--- src/rtl/irq_ctrl_defines.svh ---
// Register offsets, field layouts and reset values of the interrupt controller
`ifndef IRQ_CTRL_DEFINES_SVH
`define IRQ_CTRL_DEFINES_SVH

`define IRQ_NUM 32
`define IRQ_PRIO_W 2
`define IRQ_SEL_W 5
`define IRQ_MUX_NUM 23
`define IRQ_OPT_MAX 5'h18
`define ADR_ENABLE_SET 8'h00
`define ADR_ENABLE_CLR 8'h04
`define ADR_PEND_SET 8'h08
`define ADR_PEND_CLR 8'h0C
`define ADR_PRIO_BASE 8'h10
`define ADR_PRIO_LAST 8'h2C
`define ADR_ACTIVE 8'h30
`define ADR_WAKE_STAT 8'h34
`define ADR_WAKE_MASK 8'h38
`define ADR_LP_CTRL 8'h3C
`define ADR_RESERVED_MAP 8'h40
`define ADR_MUX_BASE 8'h80
`define ADR_MUX_LAST 8'hD8
`define RESERVED_MAP 32'h746A_9000
`define NOT_MUXABLE 32'hFF80_0000
`define WAKE_RADIO 0
`define WAKE_PIN 1
`define WAKE_TIMER 2
`define WAKE_W 3
`define NO_IRQ 6'h20

`endif

--- src/rtl/irq_ctrl_pkg.sv ---
// Types shared by the interrupt controller
package irq_ctrl_pkg;
    typedef logic [31:0] word_t;
    typedef logic [5:0] irq_id_t;
    typedef enum logic [1:0] {
        PWR_RUN = 2'b00,
        PWR_ULP = 2'b01,
        PWR_WAKE = 2'b10
    } pwr_state_e;
endpackage : irq_ctrl_pkg

--- src/rtl/vectored_irq_ctrl.sv ---
// Vectored interrupt controller with wake logic and Wishbone registers
//
// What this block does
// Takes 32 request lines, presents best pending one
// Per-input writable priority arbitrates pending requests
// Per-input enable; disabled inputs never forwarded
// Requests latch pending until software clears
// Registers use whole 32-bit little-endian words
// Inputs 0-11 serial port requests, remappable
// Fixed inputs 12-31; 23-31 not remappable
// Software avoids handlers on reserved inputs
// Reserved inputs flagged for resident firmware
// Radio, wake pin, sleep timer restart system
// Ultra-low-power powers down core and peripherals; radio, pin, timer still wake
// Remappable inputs choose source by option code
// Separate set and clear registers, zero ignored
`timescale 1ns/1ps
`include "irq_ctrl_defines.svh"

module vectored_irq_ctrl (
    input wire logic clk_i,
    input wire logic rst_i,
    // Wishbone slave
    input wire logic cyc_i,
    input wire logic stb_i,
    input wire logic we_i,
    input wire logic [7:0] adr_i,
    input wire logic [3:0] sel_i,
    input wire irq_ctrl_pkg::word_t dat_i,
    output irq_ctrl_pkg::word_t dat_o,
    output logic ack_o,
    output logic err_o,
    // Peripheral sources, indexed by option code (bit 0 unused)
    input wire logic [31:0] src_irq_i,
    // Fixed lines 12 to 31
    input wire logic [31:0] line_irq_i,
    // Wake sources
    input wire logic radio_event_i,
    input wire logic always_on_wake_pin_i,
    input wire logic sleep_timer_expired_i,
    // Core side
    input wire logic irq_taken_i,
    output logic irq_req_o,
    output irq_ctrl_pkg::irq_id_t irq_id_o,
    output logic [1:0] irq_prio_o,
    output logic irq_id_reserved_o,
    output logic core_power_on_o,
    output logic periph_power_on_o,
    output logic wake_irq_o
);
    import irq_ctrl_pkg::*;

    // ==========================================================
    // State
    // ==========================================================
    word_t enable_ff;
    word_t pending_ff;
    word_t active_ff;
    logic [`IRQ_PRIO_W-1:0] prio_ff [`IRQ_NUM];
    logic [`IRQ_SEL_W-1:0] mux_ff [`IRQ_MUX_NUM];
    logic [`WAKE_W-1:0] wake_stat_ff;
    logic [`WAKE_W-1:0] wake_mask_ff;
    pwr_state_e pwr_ff;
    logic ack_ff;
    logic err_ff;
    word_t rdata_ff;

    word_t req_lines;
    logic bus_req;
    logic wr_ok;
    logic rd_ok;
    logic addr_hit;
    logic full_word;
    logic [7:0] idx;

    // ==========================================================
    // Bus decode
    // ==========================================================
    assign bus_req = cyc_i && stb_i && !ack_ff && !err_ff;
    assign full_word = (sel_i == 4'hF);
    assign idx = adr_i;
    always_comb begin
        addr_hit = 1'b0;
        if (adr_i[1:0] == 2'b00) begin
            if (adr_i <= `ADR_RESERVED_MAP) begin
                addr_hit = 1'b1;
            end else if (adr_i >= `ADR_MUX_BASE &&
                         adr_i <= `ADR_MUX_LAST) begin
                addr_hit = 1'b1;
            end
        end
    end
    assign wr_ok = bus_req && we_i && addr_hit && full_word;
    assign rd_ok = bus_req && !we_i && addr_hit && full_word;

    // ==========================================================
    // Source selection
    // ==========================================================
    genvar g;
    generate
        for (g = 0; g < `IRQ_NUM; g++) begin : g_line
            if (g < `IRQ_MUX_NUM) begin : g_mux
                // Lines 12 to 22 fall back to their fixed wire
                logic fixed_wire;
                assign fixed_wire = (g >= 12) ? line_irq_i[g] : 1'b0;

                assign req_lines[g] =
                    (mux_ff[g] != 5'h00 && mux_ff[g] <= `IRQ_OPT_MAX) ?
                    src_irq_i[mux_ff[g]] : fixed_wire;
            end else begin : g_fix
                assign req_lines[g] = line_irq_i[g];
            end
        end
    endgenerate

    // ==========================================================
    // Enable, pending and active
    // ==========================================================
    always_ff @(posedge clk_i) begin
        if (rst_i) begin
            enable_ff <= 32'h0000_0000;
        end else if (wr_ok && adr_i == `ADR_ENABLE_SET) begin
            enable_ff <= enable_ff | dat_i;
        end else if (wr_ok && adr_i == `ADR_ENABLE_CLR) begin
            enable_ff <= enable_ff & ~dat_i;
        end
    end

    word_t take_mask;
    always_comb begin
        take_mask = 32'h0000_0000;
        if (irq_taken_i && irq_req_o) begin
            take_mask[irq_id_o[4:0]] = 1'b1;
        end
    end

    always_ff @(posedge clk_i) begin
        if (rst_i) begin
            pending_ff <= 32'h0000_0000;
        end else begin
            // Requests win over a clear in the same cycle
            if (wr_ok && adr_i == `ADR_PEND_SET) begin
                pending_ff <= pending_ff | dat_i | req_lines;
            end else if (wr_ok && adr_i == `ADR_PEND_CLR) begin
                pending_ff <= (pending_ff & ~dat_i) | req_lines;
            end else begin
                pending_ff <= pending_ff | req_lines;
            end
        end
    end

    always_ff @(posedge clk_i) begin
        if (rst_i) begin
            active_ff <= 32'h0000_0000;
        end else if (wr_ok && adr_i == `ADR_ACTIVE) begin
            active_ff <= (active_ff & ~dat_i) | take_mask;
        end else begin
            active_ff <= active_ff | take_mask;
        end
    end

    // ==========================================================
    // Priority and mux registers
    // ==========================================================
    generate
        for (g = 0; g < `IRQ_NUM; g++) begin : g_prio
            always_ff @(posedge clk_i) begin
                if (rst_i) begin
                    prio_ff[g] <= 2'h0;
                end else if (wr_ok &&
                             adr_i == `ADR_PRIO_BASE + 8'(4 * (g / 4))) begin
                    // Top bits of each byte lane, as in a 4-per-word map
                    prio_ff[g] <= dat_i[8 * (g % 4) + 6 +: 2];
                end
            end
        end
        for (g = 0; g < `IRQ_MUX_NUM; g++) begin : g_msel
            always_ff @(posedge clk_i) begin
                if (rst_i) begin
                    mux_ff[g] <= (g < 12) ? 5'(g + 1) :
                                 (g == 13) ? 5'h0E :
                                 (g == 14) ? 5'h0F :
                                 (g == 20) ? 5'h18 : 5'h00;
                end else if (wr_ok &&
                             adr_i == `ADR_MUX_BASE + 8'(4 * g)) begin
                    mux_ff[g] <= dat_i[`IRQ_SEL_W-1:0];
                end
            end
        end
    endgenerate

    // ==========================================================
    // Arbitration
    // ==========================================================
    word_t cand;
    irq_id_t best_id;
    logic [1:0] best_prio;
    assign cand = pending_ff & enable_ff & ~active_ff;
    always_comb begin
        best_id = `NO_IRQ;
        best_prio = 2'h3;
        // Lower value wins; lower index wins a tie
        for (int i = `IRQ_NUM - 1; i >= 0; i--) begin
            if (cand[i] && prio_ff[i] <= best_prio) begin
                best_id = 6'(i);
                best_prio = prio_ff[i];
            end
        end
    end

    logic present;
    word_t rsv_map;
    assign rsv_map = `RESERVED_MAP;
    // A line just taken is withheld until its active bit shows
    assign present = (best_id != `NO_IRQ) && !take_mask[best_id[4:0]];

    always_ff @(posedge clk_i) begin
        if (rst_i) begin
            irq_req_o <= 1'b0;
            irq_id_o <= `NO_IRQ;
            irq_prio_o <= 2'h0;
            irq_id_reserved_o <= 1'b0;
        end else begin
            irq_req_o <= present;
            if (present) begin
                irq_id_o <= best_id;
                irq_prio_o <= best_prio;
                irq_id_reserved_o <= rsv_map[best_id[4:0]];
            end else begin
                irq_id_o <= `NO_IRQ;
                irq_prio_o <= 2'h0;
                irq_id_reserved_o <= 1'b0;
            end
        end
    end

    // ==========================================================
    // Wake logic
    // ==========================================================
    logic [`WAKE_W-1:0] wake_ev;
    assign wake_ev = {sleep_timer_expired_i, always_on_wake_pin_i,
                      radio_event_i};

    always_ff @(posedge clk_i) begin
        if (rst_i) begin
            wake_stat_ff <= 3'h0;
        end else if (wr_ok && adr_i == `ADR_WAKE_STAT) begin
            wake_stat_ff <= (wake_stat_ff & ~dat_i[`WAKE_W-1:0]) | wake_ev;
        end else begin
            wake_stat_ff <= wake_stat_ff | wake_ev;
        end
    end

    always_ff @(posedge clk_i) begin
        if (rst_i) begin
            wake_mask_ff <= 3'h0;
        end else if (wr_ok && adr_i == `ADR_WAKE_MASK) begin
            wake_mask_ff <= dat_i[`WAKE_W-1:0];
        end
    end

    assign wake_irq_o = |(wake_stat_ff & wake_mask_ff);

    always_ff @(posedge clk_i) begin
        if (rst_i) begin
            pwr_ff <= PWR_RUN;
        end else begin
            case (pwr_ff)
                PWR_RUN: begin
                    if (wr_ok && adr_i == `ADR_LP_CTRL && dat_i[0]) begin
                        pwr_ff <= PWR_ULP;
                    end
                end
                PWR_ULP: begin
                    if (|wake_ev) begin
                        pwr_ff <= PWR_WAKE;
                    end
                end
                PWR_WAKE: begin
                    pwr_ff <= PWR_RUN;
                end
                default: begin
                    pwr_ff <= PWR_RUN;
                end
            endcase
        end
    end

    assign core_power_on_o = (pwr_ff != PWR_ULP);
    assign periph_power_on_o = (pwr_ff == PWR_RUN);

    // ==========================================================
    // Bus answer
    // ==========================================================
    always_ff @(posedge clk_i) begin
        if (rst_i) begin
            ack_ff <= 1'b0;
            err_ff <= 1'b0;
        end else begin
            ack_ff <= bus_req && addr_hit && full_word;
            err_ff <= bus_req && !(addr_hit && full_word);
        end
    end

    word_t rd_mux;
    always_comb begin
        rd_mux = 32'h0000_0000;
        case (adr_i)
            `ADR_ENABLE_SET, `ADR_ENABLE_CLR: rd_mux = enable_ff;
            `ADR_PEND_SET, `ADR_PEND_CLR: rd_mux = pending_ff;
            `ADR_ACTIVE: rd_mux = active_ff;
            `ADR_WAKE_STAT: rd_mux = {29'h0, wake_stat_ff};
            `ADR_WAKE_MASK: rd_mux = {29'h0, wake_mask_ff};
            `ADR_LP_CTRL: rd_mux = {30'h0, pwr_ff};
            `ADR_RESERVED_MAP: rd_mux = `RESERVED_MAP;
            default: begin
                if (adr_i >= `ADR_PRIO_BASE && adr_i <= `ADR_PRIO_LAST) begin
                    for (int k = 0; k < 4; k++) begin
                        rd_mux[8 * k + 6 +: 2] =
                            prio_ff[(32'(idx - `ADR_PRIO_BASE)) + k];
                    end
                end else if (adr_i >= `ADR_MUX_BASE &&
                             adr_i <= `ADR_MUX_LAST) begin
                    rd_mux[`IRQ_SEL_W-1:0] =
                        mux_ff[5'((idx - `ADR_MUX_BASE) >> 2)];
                end
            end
        endcase
    end

    always_ff @(posedge clk_i) begin
        if (rst_i) begin
            rdata_ff <= 32'h0000_0000;
        end else if (rd_ok) begin
            rdata_ff <= rd_mux;
        end
    end

    assign ack_o = ack_ff;
    assign err_o = err_ff;
    assign dat_o = rdata_ff;
endmodule : vectored_irq_ctrl
--- config.mk ---
export PLATFORM = sky130hd
export DESIGN_NAME = vectored_irq_ctrl
export DESIGN_NICKNAME = d
export VERILOG_FILES = /design/src/rtl/irq_ctrl_pkg.sv /design/src/rtl/vectored_irq_ctrl.sv
export VERILOG_INCLUDE_DIRS = /design/src /design/src/rtl
export SDC_FILE = /design/constraint.sdc
export NUM_CORES = 1
export LEC_CHECK = 0
export BUFFER_PORTS_ARGS = -buffer_cell sky130_fd_sc_hd__buf_2
export CAP_MARGIN = 0
export CORE_MARGIN = 2
export CORE_UTILIZATION = 30
export CTS_CLUSTER_SIZE = 25
export DETAILED_ROUTE_END_ITERATION = 6
export SLEW_MARGIN = 30
export SYNTH_ARGS = -nofsm -noshare
export SYNTH_HDL_FRONTEND = slang
export SYNTH_SLANG_ARGS = --single-unit
export TNS_END_PERCENT = 5
--- constraint.sdc ---
create_clock -name clk_i -period 97 [get_ports clk_i]
set_clock_uncertainty 0.05 [all_clocks]
set_input_delay 4.85 -clock clk_i [delete_from_list [all_inputs] [get_ports clk_i]]
set_output_delay 4.85 -clock clk_i [all_outputs]
set_load 0.1 [all_outputs]
* Word-level counts from Yosys, hierarchy flattened
Memories as Yosys holds them, arrays and structs flattened. A register that Yosys moved wholly into a read port is not among the register bits.
Index checks and enable logic that the tools add are counted.
** Word-level totals
- Register bits after elaboration :: 147
- Bits in writable memories :: 179
- Bits in read-only memories :: 32
- Output and inout bits :: 47
- Word-level logic and storage cells :: 694
- Memories :: 3
** Cells by class
- Add/subtract/negate cells :: 5
- Magnitude comparators :: 86
- Eq/ne operators :: 45
- Mux-type cells :: 315
- Bitwise operators :: 75
- Reductions and logical operators :: 153
** Memory list
- mux_ff :: words 23, width 5, rd ports 24, clocked after memory_dff 0, wr ports 23, line vectored_irq_ctrl.sv:60 : logic [`IRQ_SEL_W-1:0] mux_ff [`IRQ_MUX_NUM];
- prio_ff :: words 32, width 2, rd ports 36, clocked after memory_dff 0, wr ports 32, line vectored_irq_ctrl.sv:59 : logic [`IRQ_PRIO_W-1:0] prio_ff [`IRQ_NUM];
- (no name shown) :: words 32, width 1, rd ports 1, clocked after memory_dff 1, wr ports 0, line vectored_irq_ctrl.sv:228 : irq_id_reserved_o <= rsv_map[best_id[4:0]];
** Operator list (number)
- $or 32x32->32 :: 7
- $mux 32 :: 6
- $mux 6 :: 32
- $eq 8x8->1 const B :: 23
- $and 32x32->32 :: 5
- $lt 5x6->1 const B :: 25
- $mux 1 :: 146
- $mux 2 :: 70
- $mux 5 :: 25
- $bmux 1 s5 :: 24
- $le 5x5->1 const B :: 23
- $reduce_bool 5->1 :: 23
- $logic_and 1x1->1 :: 113
- $pmux 6 s4 :: 3
- $eq 8x6->1 const B :: 8
- $not 32->32 :: 2
- $le 2x2->1 :: 31
- $or 1x1->1 :: 55
- $pmux 5 s7 :: 1
- $eq 8x5->1 const B :: 4
- $pmux 2 s5 :: 3
- $eq 8x4->1 const B :: 2
- $reduce_or 3->1 :: 3
- $eq 8x3->1 const B :: 1
- 34 further kinds :: 44

* Longest topological paths before layout
- Word-level depth :: 103
- Gate-level depth with buffers :: 203
- Gate-level depth less buffers :: 202

* Worst setup path after synthesis
OpenSTA, ideal clock, no wires.
- Path type :: register -> register
- Start point :: register active_ff[31]
- End point :: register irq_id_o[5]
- Data arrival time :: 36143 ps
- Path slack :: 60693 ps
- Stages on the path, launching flop included :: 194
- Path buffers :: 1
- Clock period less this slack :: 36307 ps
- Cells stage by stage :: dfxtp_1 > nand3b_1 > or2_2 > ha_1 > nor3b_1 > or2_2 > o32ai_1 > inv_1 > ha_1 > nor3b_1 > nor3_1 > and2_1 > o21ai_0 > ha_1 > nor2_1 > a2111oi_0 > o21ai_0 > o211ai_1 > (+158 left out) > a31oi_1 > mux2_2 > ha_1 > nor2_1 > or3_1 > nand2_1 > mux2_2 > ha_1 > nand2_1 > o21ai_0 > nand4b_1 > and2_1 > a32o_1 > or3b_1 > and2_0 > a311o_1 > o32a_2 > a21o_1
** Between the ends
- Cells in the longest elaborated chain, start to end :: 103
- Elaborated cells between the ends (all ways) :: 135
- Classes of those cells :: order compare: 31; eq/ne: 1; mux: 65; bitwise: 3; reduce/logical: 35
** RTL lines
- start, declared :: line vectored_irq_ctrl.sv:58 : word_t active_ff;
- start signal, assigned :: line vectored_irq_ctrl.sv:156 : active_ff <= (active_ff & ~dat_i) | take_mask;
- start signal, assigned :: line vectored_irq_ctrl.sv:158 : active_ff <= active_ff | take_mask;
- $not 32->32 * :: line vectored_irq_ctrl.sv:198 : assign cand = pending_ff & enable_ff & ~active_ff;
- $and 32x32->32 * :: line vectored_irq_ctrl.sv:198
- $logic_and 1x1->1 * :: line vectored_irq_ctrl.sv:204 : if (cand[i] && prio_ff[i] <= best_prio) begin
- $mux 2 :: line vectored_irq_ctrl.sv:204
- $le 2x2->1 :: line vectored_irq_ctrl.sv:204
- $logic_and 1x1->1 :: line vectored_irq_ctrl.sv:204
- $mux 2 :: line vectored_irq_ctrl.sv:204
- $le 2x2->1 :: line vectored_irq_ctrl.sv:204
- (+87 left out)
- $logic_and 1x1->1 :: line vectored_irq_ctrl.sv:204
- $mux 6 * :: line vectored_irq_ctrl.sv:204
- $bmux 1 s5 :: line vectored_irq_ctrl.sv:215 : assign present = (best_id != `NO_IRQ) && !take_mask[best_id[4:0]];
- $mux 1 (not written as such) :: line vectored_irq_ctrl.sv:215
- $logic_not 1->1 :: line vectored_irq_ctrl.sv:215
- $logic_and 1x1->1 :: line vectored_irq_ctrl.sv:215
- $not 1->1 (no source line)
- $reduce_or 2->1 (no source line)
- end signal, assigned :: line vectored_irq_ctrl.sv:220 : irq_id_o <= `NO_IRQ;
- end signal, assigned :: line vectored_irq_ctrl.sv:226 : irq_id_o <= best_id;
- end signal, assigned :: line vectored_irq_ctrl.sv:230 : irq_id_o <= `NO_IRQ;
- end, declared :: line vectored_irq_ctrl.sv:44 : output irq_ctrl_pkg::irq_id_t irq_id_o,
Mark *: on every way between the ends. The rest lies on a longest branch, timed or not. The select of a mux whose other input is x is not followed.
A chain may end at the register's enable or synchronous reset.

* Final worst setup path
- Start point :: register pending_ff[31]
- End point :: register irq_prio_o[1]
** Between the ends
- Cells in the longest elaborated chain, start to end :: 103
- Elaborated cells between the ends (all ways) :: 136
- Classes of those cells :: order compare: 31; eq/ne: 1; mux: 66; bitwise: 3; reduce/logical: 35
** RTL lines
- start, declared :: line vectored_irq_ctrl.sv:57 : word_t pending_ff;
- start signal, assigned :: line vectored_irq_ctrl.sv:143 : pending_ff <= pending_ff | dat_i | req_lines;
- start signal, assigned :: line vectored_irq_ctrl.sv:145 : pending_ff <= (pending_ff & ~dat_i) | req_lines;
- start signal, assigned :: line vectored_irq_ctrl.sv:147 : pending_ff <= pending_ff | req_lines;
- $and 32x32->32 * (2 in a row) :: line vectored_irq_ctrl.sv:198
- $logic_and 1x1->1 * :: line vectored_irq_ctrl.sv:204
- $mux 2 :: line vectored_irq_ctrl.sv:204
- $le 2x2->1 :: line vectored_irq_ctrl.sv:204
- $logic_and 1x1->1 :: line vectored_irq_ctrl.sv:204
- $mux 2 :: line vectored_irq_ctrl.sv:204
- $le 2x2->1 :: line vectored_irq_ctrl.sv:204
- $logic_and 1x1->1 :: line vectored_irq_ctrl.sv:204
- (+86 left out)
- $logic_and 1x1->1 :: line vectored_irq_ctrl.sv:204
- $mux 6 :: line vectored_irq_ctrl.sv:204
- $bmux 1 s5 :: line vectored_irq_ctrl.sv:215
- $mux 1 (not written as such) :: line vectored_irq_ctrl.sv:215
- $logic_not 1->1 :: line vectored_irq_ctrl.sv:215
- $logic_and 1x1->1 :: line vectored_irq_ctrl.sv:215
- $not 1->1 (no source line)
- $reduce_or 2->1 (no source line)
- end signal, assigned :: line vectored_irq_ctrl.sv:227 : irq_prio_o <= best_prio;
- end, declared :: line vectored_irq_ctrl.sv:45 : output logic [1:0] irq_prio_o,
Marked as above.

==> run_results.csv <==
group,metric,value,unit
sta,slew-limit-headroom,28.52,%
synth,netlist_instances,2332,
finish,most_common_cell_after_layout_fill_and_taps_aside,"nor2_1",
cts,holdBufCountCts,0,
sta,count_of_pins_over_their_slew_limit,0,
sta,grt_setup_unrepaired,"no",
synth,synthAdderAreaFrac,2.066,%
synth,synth_top_area_cell,"mux4_2",
worst_setup_path,worst_setup_path_start_kind,"register",
floorplan,die-width,287.8,um
synth,ys_ff_latch,327,
sta,report.final.setup_viol,0,
synth,synth_edf_count,179,
finish,num-fill-cells,8158,
route,routed_wl,92090,um
worst_setup_path,cp.required,97.41,ns
placement,hpwlAfterDp,65500,um
grt,grt_pass1_wl,134900,um
floorplan,core_area,80160,sq um
placement,dpl-instance-area,25670,sq um
sta,postLayoutSetupSlackWorst,52.97,ns
min_path,holdCritPathClass,"reg2reg",
floorplan,ioPinCount,164,
sta,timing.final.hold_violations,0,
synth,synth_async_sr_flop_share,0,%
worst_setup_path,cp_data_arrival_time,44.43,ns
power,power.density_cell_area,13.21,nW/um^2
worst_setup_path,cell_repeated_most_along_the_worst_path,"nor2_1",
placement,portBuffers,143,
sta,period_share,45.39,%
run_status,outcome,"finished, violations left",
route,routed_wire_per_std_cell,26.93,um
power,power.static_leakage,0.009043,uW
route,routed.top_layer,"met5",
finish,final_net_count,2481,
placement,globalplace.congestion,0.9257,
floorplan,die_ht,287.8,um
finish,post-route-cell-area,26980,sq um
run,maxCapViolCount,0,
cts,cts_tree,"yes",
run_status,violations_in_the_final_reports,"design-rule violations",
synth,synth_area_leaders,"mux4_2 (24%), edfxtp_1 (22%), dfxtp_1 (12%)",
synth,synth_top_family_by_area,"multiplexers",
finish,area_growth,11.63,%
route,drt_first_pass_iters,7,
floorplan,floorplan.die_area,82830,sq um
synth,yosys-mux-area-fraction,27.62,%
placement,post-place-ws,53.85,ns
worst_setup_path,criticalPathCategory,"reg2reg",
route,ant_nets,0,
sta,max_freq,22.71,MHz
cts,clk_pin_slew,0.06,ns
synth,synthFlopType,"edfxtp_1",
cts,htree_num_levels,2,
floorplan,initial_core_util,30.15,%
grt,largest_net_degree_at_the_start_of_global_routing,80,
route,met2WireLength,40320,um
route,met3_wirelength,9777,um
grt,grt_antenna_before_repair,13,
synth,synth_area,24160,sq um
sta,post-route-min-period,44.03,ns
cts,post-cts-setup-buffer-count,0,
cts,cts-buffers-inserted,39,
route,routed-via-count,21200,
cts,clock_latency,0.58,ns
power,peak_supply_drop,11.90,uV
finish,share_of_layout_cells_above_drive_strength_1,24.25,%
synth,area_share_of_and_or_nand_nor_cells_after_synthesis,17.94,%
synth,netlist.area_leader.share,24.05,%
finish,fin_cells,3419,
synth,synth_sequential_area_ratio,34.51,%
synth,post_synth.cell_area_avg,10.36,sq um
synth,yosysWarningCount,0,
worst_setup_path,worst_setup_end_kind,"register",
cts,cts_resized,0,
worst_setup_path,critical_path.n_buffers_inverters,5,
power,totalPowerFinal,356.3,uW
grt,first_global_vias,20080,
worst_setup_path,timing.critical_path.slowest_stage_cell,"nor4b_1",
route,post-route-drc-count,1,
grt,grt.total_usage,21.77,%
synth,postSynthNetCount,2488,
synth,synthXorXnorAreaFrac,0.3625,%
worst_setup_path,worstPathMaxFanout,9,
grt,global_route_congestion_overflow_total,0,
floorplan,floorplan.rows,104,
route,post_drt_via_cell_ratio,6.199,
cts,clk_path_buf_depth,3,
worst_setup_path,crit_family,"compound AO/OA/AOI/OAI gates",
sta,timing.setup.tns,0,ns
route,drt-initial-drc-count,2907,
cts,sinks_on_clock_net,327,
sta,worst_margin_slew,1.061,ns
finish,most-common-layout-cells,"nor2_1 (285), nand2_1 (258), mux4_2 (258), edfxtp_1 (179), dfxtp_1 (148)",
placement,numPlacedInstances,3344,
synth,ys_types,95,
worst_setup_path,crit_path_max_incr_delay,0.67,ns
synth,synth-compound-area-share,13.37,%
cts,clk_root_buffer_cell,"clkbuf_16",
route,drt-met1-wl,37000,um
[cell type report]
cell class,count,area [sq um],area share (%)
timing repair buffer,167,912.1,3.381
multi-input combinational,1739,14910,55.28
tap,1060,1326,4.916
inverter,51,191.4,0.7096
clock buffer,48,1041,3.859
sequential,327,8338,30.91
antenna,4,10.01,0.03711
clock inverter,23,245.2,0.9091
[metal layers]
layer	up-vias	global-route usage, %
met3	268	4.992
met2	1296	33.34
met1	10550	28.98
met4	8	10.62
met5	-	0
li1	9077	-
[cell families after synthesis]
family	Yosys count
buf+inv	266
simple gates	900
fa+ha+maj	40
compound gates	451
flops	327
mux	338
xor+xnor	10
[sequential cells by signal, indices dropped and copies added (netlist names), named ones only]
| name | flops |
|---|---|
| active_ff | 32 |
| irq_id_o | 6 |
| ack_o | 1 |
| wake_mask_ff | 3 |
| pwr_ff | 2 |
| irq_prio_o | 2 |
| dat_o | 32 |
| mux_ff | 115 |
| prio_ff | 64 |
| err_o | 1 |
| pending_ff | 32 |
| wake_stat_ff | 3 |
| irq_id_reserved_o | 1 |
| irq_req_o | 1 |
[per-stage QoR]
stage	util (%)	hold slack (ns)
after CTS	33.63	0.4500
final	33.65	0.4462
after global placement	31.99	0.4348
after global routing	33.64	0.4688
after floorplan	-	0.4201
after detailed placement	32.03	0.4391
[synthesized netlist by cell type, types with 39 or more instances]
master    number
dfxtp_1      148
nor3_1        73
mux2i_1       42
a211oi_1      59
nand2_1      258
inv_1         49
edfxtp_1     179
mux4_2       258
nor2_1       292
and2_1        79
ha_1          39
a21oi_1       76
o21ai_0       78
clkbuf_1     187
[final timing paths]
check | startpoint | end | slack [ns] | cells past startpoint
min reg2reg | dat_o[5]$_SDFFE_PP0P_ | dat_o[5]$_SDFFE_PP0P_ | 0.45 | 2
max reg2reg | pending_ff[31]$_SDFF_PP0_ | irq_prio_o[1]$_SDFF_PP0_ | 52.97 | 195
min | dat_o[5]$_SDFFE_PP0P_ | dat_o[5]$_SDFFE_PP0P_ | 0.45 | 2
max | pending_ff[31]$_SDFF_PP0_ | irq_prio_o[1]$_SDFF_PP0_ | 52.97 | 195
[worst min-delay path, stage by stage, from the launching register on]
cell and delay, ns:
dfxtp_1 0.31, nor2_1 0.09, a211oi_1 0.05
[power breakdown]
part	internal [uW]	leakage (uW)	total (uW)	switching (uW)
clock	87.6	0.000618	151	63.2
combinational	22.7	0.00549	48.6	25.9
sequential	150	0.00294	157	7.10
Power figures use the tool's default switching activity.
